--- config.mk ---
export PLATFORM = sky130hd
export DESIGN_NAME = sddc_ctrl
export DESIGN_NICKNAME = d
export VERILOG_FILES = /design/src/inc/sddc_pkg.sv /design/src/core/sddc_sync.sv /design/src/core/sddc_ctrl.sv
export VERILOG_INCLUDE_DIRS = /design/src /design/src/inc
export SDC_FILE = /design/constraint.sdc
export NUM_CORES = 1
export LEC_CHECK = 0
export CORE_MARGIN = 10
export CORE_UTILIZATION = 59
export CTS_CLUSTER_DIAMETER = 120
export DETAILED_ROUTE_END_ITERATION = 12
export DONT_BUFFER_PORTS = 1
export PLACE_DENSITY_LB_ADDON = 0.1
export SLEW_MARGIN = 20
export SYNTH_ARGS = -nofsm -noshare
export SYNTH_HDL_FRONTEND = slang
export SYNTH_HIERARCHICAL = 1
export SYNTH_SLANG_ARGS = --single-unit
--- constraint.sdc ---
create_clock -name clk_i -period 1.4 [get_ports clk_i]
set_input_delay 0.21 -clock clk_i [delete_from_list [all_inputs] [get_ports clk_i]]
set_output_delay 0.21 -clock clk_i [all_outputs]
set_load 0.005 [all_outputs]
--- src/inc/sddc_cfg.svh ---
// Register map, field positions, reset values and codes of the detector.
`ifndef SDDC_CFG_SVH
`define SDDC_CFG_SVH
`define SDDC_DATA_W 8
`define SDDC_ADDR_W 2
`define SDDC_TRIP_W 4
`define SDDC_EV_W 2
`define SDDC_ADDR_CTRL 2'h0
`define SDDC_ADDR_STAT 2'h1
`define SDDC_ADDR_MASK 2'h2
`define SDDC_BIT_STABLE 5
`define SDDC_BIT_EN 4
`define SDDC_TRIP_MSB 3
`define SDDC_RSVD_MSB 7
`define SDDC_RSVD_LSB 6
`define SDDC_TRIP_EXT 4'hF
`define SDDC_TRIP_RSVD 4'h0
`define SDDC_TRIP_RST 4'h5
`define SDDC_EN_RST 1'b0
`define SDDC_EV_LV 0
`define SDDC_EV_REF 1
`define SDDC_EV_RST 2'h0
`define SDDC_DATA_ZERO 8'h00
`define SDDC_SYNC_STAGES 2
`endif

--- src/inc/sddc_pkg.sv ---
// Types shared by the supply drop detector control logic.
`include "sddc_cfg.svh"
package sddc_pkg;
    typedef enum logic [2:0] {
        SDDC_OFF = 3'b001,
        SDDC_SETTLE = 3'b010,
        SDDC_READY = 3'b100
    } sddc_ref_e;

    typedef struct packed {
        logic en;
        logic [`SDDC_TRIP_W-1:0] trip;
        logic ext_sel;
        sddc_ref_e ref_st;
        logic [`SDDC_EV_W-1:0] status;
        logic [`SDDC_EV_W-1:0] mask;
        logic [`SDDC_DATA_W-1:0] rdata;
    } sddc_state_s;
endpackage

--- src/core/sddc_sync.sv ---
// Two-stage synchroniser for asynchronous levels from the analogue side.
`include "sddc_cfg.svh"
module sddc_sync import sddc_pkg::*; #(
    parameter int WIDTH = 1
) (
    input wire logic clk_i,
    input wire logic reset_i,
    input wire logic [WIDTH-1:0] async_i,
    output logic [WIDTH-1:0] sync_o
);
    logic [`SDDC_SYNC_STAGES-1:0][WIDTH-1:0] stage;
    logic [`SDDC_SYNC_STAGES-1:0][WIDTH-1:0] next_stage;

    // The first stage feeds only the second stage.
    always_comb begin
        next_stage[0] = async_i;
        next_stage[1] = stage[0];
    end

    always_ff @(posedge clk_i) begin
        if (reset_i) begin
            stage <= '0;
        end else begin
            stage <= next_stage;
        end
    end

    assign sync_o = stage[1];
endmodule

--- src/core/sddc_ctrl.sv ---
// Control and status logic of the supply drop detector.
// Behaviour
// - Control bits 7-6 always read zero.
// - Bit 5 reference-stable flag, read only, reset zero.
// - Bit 4 powers detector up or down.
// - Four-bit trip level, code zero reserved.
// - Code 1111 selects the external trip input.
// - No low-voltage flag before reference is stable.
// - Settling time comes from analogue, not clock.
// - Running shared reference skips the settling wait.
// - Cleared flag sets again while supply low.
// - Detector works in sleep and wakes device.
// - Wake vectors only when interrupts globally enabled.
// - Any reset restores control and powers down.
// - Stable comparator below set point sets flag.
//
// Our own choices: the plain strobed port and the address map.
`include "sddc_cfg.svh"
module sddc_ctrl import sddc_pkg::*; (
    input wire logic clk_i,
    input wire logic reset_i,
    input wire logic [`SDDC_ADDR_W-1:0] addr_i,
    input wire logic [`SDDC_DATA_W-1:0] wdata_i,
    input wire logic wr_i,
    input wire logic rd_i,
    output logic [`SDDC_DATA_W-1:0] rdata_o,
    input wire logic comparator_below_i,
    input wire logic ref_ready_i,
    input wire logic bor_ref_running_i,
    input wire logic global_irq_enable_i,
    output logic detect_power_enable_o,
    output logic [`SDDC_TRIP_W-1:0] trip_level_select_o,
    output logic ext_input_select_o,
    output logic ref_settle_o,
    output logic ref_stable_flag_o,
    output logic wake_o,
    output logic irq_o,
    output logic irq_vector_o
);
    sddc_state_s st;
    sddc_state_s next_st;
    logic below_sync;
    logic ready_sync;
    logic bor_sync;
    logic lv_set;
    logic ref_set;
    logic [`SDDC_EV_W-1:0] ev_set;
    logic [`SDDC_EV_W-1:0] ev_clr;
    logic wr_ctrl;
    logic wr_stat;
    logic wr_mask;
    logic stable;
    sddc_ref_e next_ref;

    // Comparator, settled-reference and shared-reference levels are
    // asynchronous to clk_i and are retimed before any flag uses them.
    sddc_sync #(
        .WIDTH(3)
    ) u_sync (
        .clk_i(clk_i),
        .reset_i(reset_i),
        .async_i({comparator_below_i, ref_ready_i, bor_ref_running_i}),
        .sync_o({below_sync, ready_sync, bor_sync})
    );

    assign wr_ctrl = wr_i && (addr_i == `SDDC_ADDR_CTRL);
    assign wr_stat = wr_i && (addr_i == `SDDC_ADDR_STAT);
    assign wr_mask = wr_i && (addr_i == `SDDC_ADDR_MASK);
    // The stable flag drops in the same cycle as the power enable.
    assign stable = (st.ref_st == SDDC_READY) && st.en;

    // The flag is only trusted once the reference has settled, and it is
    // a level condition, so a clear while the supply is low sets it again.
    assign lv_set = st.en && stable && below_sync;
    assign ref_set = (st.ref_st != SDDC_READY) &&
                     (next_ref == SDDC_READY);

    // The reference state has its own process, so that the stable event
    // sees the transition without a loop back through next_st.
    always_comb begin
        next_ref = st.ref_st;
        case (st.ref_st)
            SDDC_OFF: begin
                if (st.en) begin
                    // Shared reference already up: no wait.
                    next_ref = bor_sync ? SDDC_READY : SDDC_SETTLE;
                end
            end
            SDDC_SETTLE: begin
                if (!st.en) begin
                    next_ref = SDDC_OFF;
                end else if (ready_sync) begin
                    // The wait ends on the analogue ready, no cycle count.
                    next_ref = SDDC_READY;
                end
            end
            SDDC_READY: begin
                if (!st.en) begin
                    next_ref = SDDC_OFF;
                end
            end
            default: begin
                next_ref = SDDC_OFF;
            end
        endcase
    end

    always_comb begin
        ev_set = `SDDC_EV_RST;
        ev_set[`SDDC_EV_LV] = lv_set;
        ev_set[`SDDC_EV_REF] = ref_set;
        ev_clr = wr_stat ? wdata_i[`SDDC_EV_W-1:0] : `SDDC_EV_RST;
    end

    always_comb begin
        next_st = st;
        if (wr_ctrl) begin
            next_st.en = wdata_i[`SDDC_BIT_EN];
            next_st.trip = wdata_i[`SDDC_TRIP_MSB:0];
            next_st.ext_sel =
                (wdata_i[`SDDC_TRIP_MSB:0] == `SDDC_TRIP_EXT);
        end
        if (wr_mask) begin
            next_st.mask = wdata_i[`SDDC_EV_W-1:0];
        end
        // A set arriving with its clear wins.
        next_st.status = (st.status & ~ev_clr) | ev_set;
        next_st.ref_st = next_ref;
        next_st.rdata = `SDDC_DATA_ZERO;
        if (rd_i) begin
            case (addr_i)
                `SDDC_ADDR_CTRL: begin
                    next_st.rdata[`SDDC_BIT_STABLE] = stable;
                    next_st.rdata[`SDDC_BIT_EN] = st.en;
                    next_st.rdata[`SDDC_TRIP_MSB:0] = st.trip;
                end
                `SDDC_ADDR_STAT: begin
                    next_st.rdata[`SDDC_EV_W-1:0] = st.status;
                end
                `SDDC_ADDR_MASK: begin
                    next_st.rdata[`SDDC_EV_W-1:0] = st.mask;
                end
                default: begin
                    next_st.rdata = `SDDC_DATA_ZERO;
                end
            endcase
        end
    end

    // Every reset returns the control register to its reset value.
    always_ff @(posedge clk_i) begin
        if (reset_i) begin
            st.en <= `SDDC_EN_RST;
            st.trip <= `SDDC_TRIP_RST;
            st.ext_sel <= 1'b0;
            st.ref_st <= SDDC_OFF;
            st.status <= `SDDC_EV_RST;
            st.mask <= `SDDC_EV_RST;
            st.rdata <= `SDDC_DATA_ZERO;
        end else begin
            st <= next_st;
        end
    end

    assign rdata_o = st.rdata;
    assign detect_power_enable_o = st.en;
    assign trip_level_select_o = st.trip;
    assign ext_input_select_o = st.ext_sel;
    assign ref_settle_o = (st.ref_st == SDDC_SETTLE);
    assign ref_stable_flag_o = stable;
    // Wake needs no clock-gated path: the detector logic keeps running.
    assign wake_o = st.status[`SDDC_EV_LV];
    assign irq_o = |(st.status & st.mask);
    assign irq_vector_o = irq_o && global_irq_enable_i;
endmodule

# Word level (Yosys, flattened, before mapping)
# Index checks and enable logic that the tools add are counted.
[totals] reg_bits=27 inputBits=18 elab_cells=45
[classes] eq_ne=8 muxes=8 n_bitwise=6 n_reduce_logical=12
[ops] op="$mux W3" count=5
[ops] op="$pmux W3 S3" count=1
[ops] op="$logic_and A1 B1 Y1" count=8
[ops] op="$eq A3 B3 Y1 const B" count=2
[ops] op="$pmux W2 S3" count=1
[ops] op="$and A2 B2 Y2" count=2
[ops] op="$eq A4 B4 Y1 const B" count=1
[ops] op="$reduce_or A2 Y1" count=2
[ops] op="$eq A3 B1 Y1 const B" count=1
[ops] op="$eq A3 B2 Y1 const B" count=1
[ops] op="$ne A3 B3 Y1 const B" count=1
[ops] op="$reduce_or A3 Y1" count=1
[ops] op="$eq A2 B1 Y1 const B" count=1
[ops] op="$eq A2 B2 Y1 const B" count=1
[ops] op="$logic_not A2 Y1" count=1
[ops] op="$mux W2" count=1
[ops] op="$not A1 Y1" count=2
[ops] op="$not A2 Y2" count=1
[ops] op="$or A2 B2 Y2" count=1

# Depth between registers and ports, before layout
[depth] depth_word=6 ltp_mapped=4 ltp_nobuf=3

# By module
# The synthesis kept the hierarchy.
[modules_own_cells] mod="sddc_ctrl" instances=1 cells_each=95 area_per_inst_um2=925.9
[modules_own_cells] mod="sddc_sync" instances=1 cells_each=12 area_per_inst_um2=157.7

# Worst setup path after synthesis
# Ideal clock, no wire load.
[synth_path] path_kind="register to register" from="reg st[12] (netlist name)" to="reg st[11] (netlist name)" setup_time_ns=0.136 t_arrival_ns=1.147 required_ns=1.264 path_slack_ns=0.117 path_stages_with_launch=5 path_buffers=1 cell_sequence="dfxtp_1 > clkbuf_2 > or3b_2 > a21oi_1 > o41ai_2"
[synth_between] elab_chain_cells=6
[synth_lines] item="from (decl)" line="sddc_ctrl.sv:40" source="sddc_state_s st;"
[synth_lines] item="from (signal assigned)" line="sddc_ctrl.sv:161" source="st <= next_st;"
[synth_lines] item="$mux W3" line="sddc_ctrl.sv:92" source="end else if (ready_sync) begin"
[synth_lines] item="$mux W3" line="sddc_ctrl.sv:90" source="if (!st.en) begin"
[synth_lines] item="$pmux W3 S3" line="sddc_ctrl.sv:82" source="case (st.ref_st)"
[synth_lines] item="$eq A3 B3 Y1" line="sddc_ctrl.sv:76" source="(next_ref == SDDC_READY);"
[synth_lines] item="$logic_and A1 B1 Y1 *" line="sddc_ctrl.sv:75" source="assign ref_set = (st.ref_st != SDDC_READY) &&"
[synth_lines] item="$or A2 B2 Y2 *" line="sddc_ctrl.sv:127" source="next_st.status = (st.status & ~ev_clr) | ev_set;"
# Every way passes the cells marked *; elsewhere a longest branch is shown, timed or not.
# A chain may end at the register's enable or synchronous reset.

# Final worst setup path
[layout_path] from="reg st[12] (netlist name)" to="out ref_stable_flag_o"
[layout_between] elab_chain_cells=2
[layout_lines] item="$eq A3 B3 Y1" line="sddc_ctrl.sv:70" source="assign stable = (st.ref_st == SDDC_READY) && st.en;"
[layout_lines] item="$logic_and A1 B1 Y1" line="sddc_ctrl.sv:70"
[layout_lines] item="to (decl)" line="sddc_ctrl.sv:35" source="output logic ref_stable_flag_o,"
# Every way passes these cells.

==> metrics <==
DIE AREA 0.00395 sq mm; Final period util 98.0%; Max IR drop VDD 0.000752 V; Sinks on Clock Net 25; initial antenna violation count 0; # rows 15; final setup violation count 0; Setup Fix Bufs, Post-CTS 0; first-pass GRT wire length 3320 um; register area share after synthesis 46.2%; Initial DRC Count 9; slew margin rel. 66.8%; Clock Latency Late Sink 310 ps; IO Pins 37; initial core utilization 62.8%; largest net degree at the start of global routing 15; syn avg cell area 10.1 sq um; WP data required 1190 ps; Final Core Density 62.5%; post-synthesis register bit count 25; die width 62.9 um; Yosys cell types 33; RSZ-0062 raised after global routing yes; number of diodes 0; Final HPWL DP 1600 um; Placer Congestion 0.769; Synth Warn # 6; final hold violation count 0; final setup margin 28.1 ps; number of global-route vias before repair 655; pwr dens 1030 mW/mm^2; Placed Instances 119; Total GRT Usage 10.3%; max-slew violation count 0; Max-Cap Viols 0; Worst Skew 4.21 ps; CTS buffer count 3; fraction of layout cells with a size suffix above 1 18.2%; DRT antenna net count 0; clock buffer depth 2; routed vias 675; DR WL/cell 16.4 um; fin nets 118; final wirelength 2030 um; DR vias/cell 5.44; Cell Count, Final, Fillers Out 124; # DRC 0; CTS HTree Levels 1; clock root cell clkbuf_4; cell area after synthesis 0.00108 sq mm; Chip Height 62.9 um; minimum clock period 1370 ps; Area Growth Syn to Fin -0.462%; most common cell after layout, fill and taps aside dfxtp_1; Static Leak 0.406 nW; CP startpoint kind register; WP data arrival 1160 ps; worst slew pin tran 496 ps; Clock transition at path regs 120 ps; Port-buffer cells 0; CTS tree yes; crit-path max FO 7; pre-CTS setup slack 83.5 ps; FMAX 729 MHz; WS Path Type reg2out; GR Overflow Total 0; CP Capture Type output pin; core area 0.00173 sq mm; status finished clean; most frequent cells in the layout 22 x dfxtp_1, 10 x mux2i_1, 10 x nor2_1; Hold Crit Class in2reg; First-pass DRT Iterations 4; synthesized instance count 107
stage by stage:
stage | cell area [sq um] | power, mW | TNS, ps | hold slack, ps
6_report | 1080 | 1.11 | 0 | 25.1
5_1_grt | 1080 | 1.17 | -62.6 | 16.4
4_1_cts | 1070 | 1.12 | 0 | 16.6
3_5_place_dp | 1020 | 0.815 | 0 | 279
3_3_place_gp | 1020 | 0.813 | 0 | 278
2_1_floorplan | 1090 | 0.827 | 0 | 282
report_power, final:
group          switching (mW)  internal, mW
sequential             0.0129         0.730
combinational          0.0310        0.0333
clock                   0.195         0.111
total                   0.239         0.874
path summary, 6_finish.rpt:
kind,from,to,slack [ps],cells past startpoint
setup reg to reg,st[13],st[11],120,3
setup / recovery,st[12],ref_stable_flag_o,30,3
hold / removal,comparator_below_i,u_sync/next_stage[5],30,1
hold reg to reg,u_sync/next_stage[3],u_sync/sync_o[0],450,1
state kept, by name, indices dropped and copies added, names as in the netlist:
| signal | cells |
|---|---|
| u_sync/sync_o | 3 |
| st | 6 |
| trip_level_select_o | 4 |
| u_sync/next_stage | 3 |
| ext_input_select_o | 1 |
| wake_o | 1 |
| detect_power_enable_o | 1 |
| rdata_o | 6 |
area by class of cell:
cell class	instances	area [sq um]
well taps	25	31.3
inverters	1	3.75
multi-input cells	66	488
clock buffers	4	26.3
repair buffers	3	25.0
fillers	154	648
flip-flops and latches	25	504
cell families after synthesis:
logic type                synth area share (%)
AOI/OAI and AO/OA                         8.89
xor gates and xnor gates                 0.808
buffers and inverters                     10.4
DFF                                       46.2
muxes                                     9.24
other                                    0.346
and+or+nand+nor                           24.1
layer usage:
layer	global-route usage (%)	part of all wire (%)
met5	0	0
met4	3.91	0.74
met3	6.81	13
met2	15.8	47
met1	11.1	40
synth_stat cells, drive strengths merged:
master / number / area (sq um)
a211oi: 1 / 12.5
nor3: 1 / 5.00
and4bb: 1 / 12.5
nand4b: 2 / 17.5
or2: 1 / 6.26
clkbuf: 3 / 13.8
nand3b: 1 / 7.51
conb: 1 / 3.75
a2bb2oi: 1 / 8.76
o21ai: 1 / 5.00
a32oi: 1 / 8.76
nor2: 10 / 37.5
buf: 13 / 95.1
or3b: 2 / 17.5
xor2: 1 / 8.76
o2111ai: 1 / 15.0
mux2i: 10 / 100
nand2b: 2 / 12.5
nand2: 3 / 11.3
a22o: 1 / 8.76
and2: 6 / 37.5
a21oi: 3 / 15.0
inv: 1 / 3.75
nor2b: 7 / 43.8
dfxtp: 25 / 500
nor3b: 3 / 33.8
and4: 1 / 8.76
nand3: 2 / 10.0
a31oi: 1 / 6.26
o41ai: 1 / 16.3
timing repair:
item | in CTS | in global routing
hold buffers | 1 | 0
endpoints found under the setup margin | 1 | 2
endpoints found under the hold margin | 14 | 0
gates resized for setup | 1 | 5
worst max-delay path: stages, from the launching register on:
cell     delay (ps)
dfxtp_2         340
buf_4           160
nor3b_4         190
and2_4          170
(Power assumes the default switching activity.)
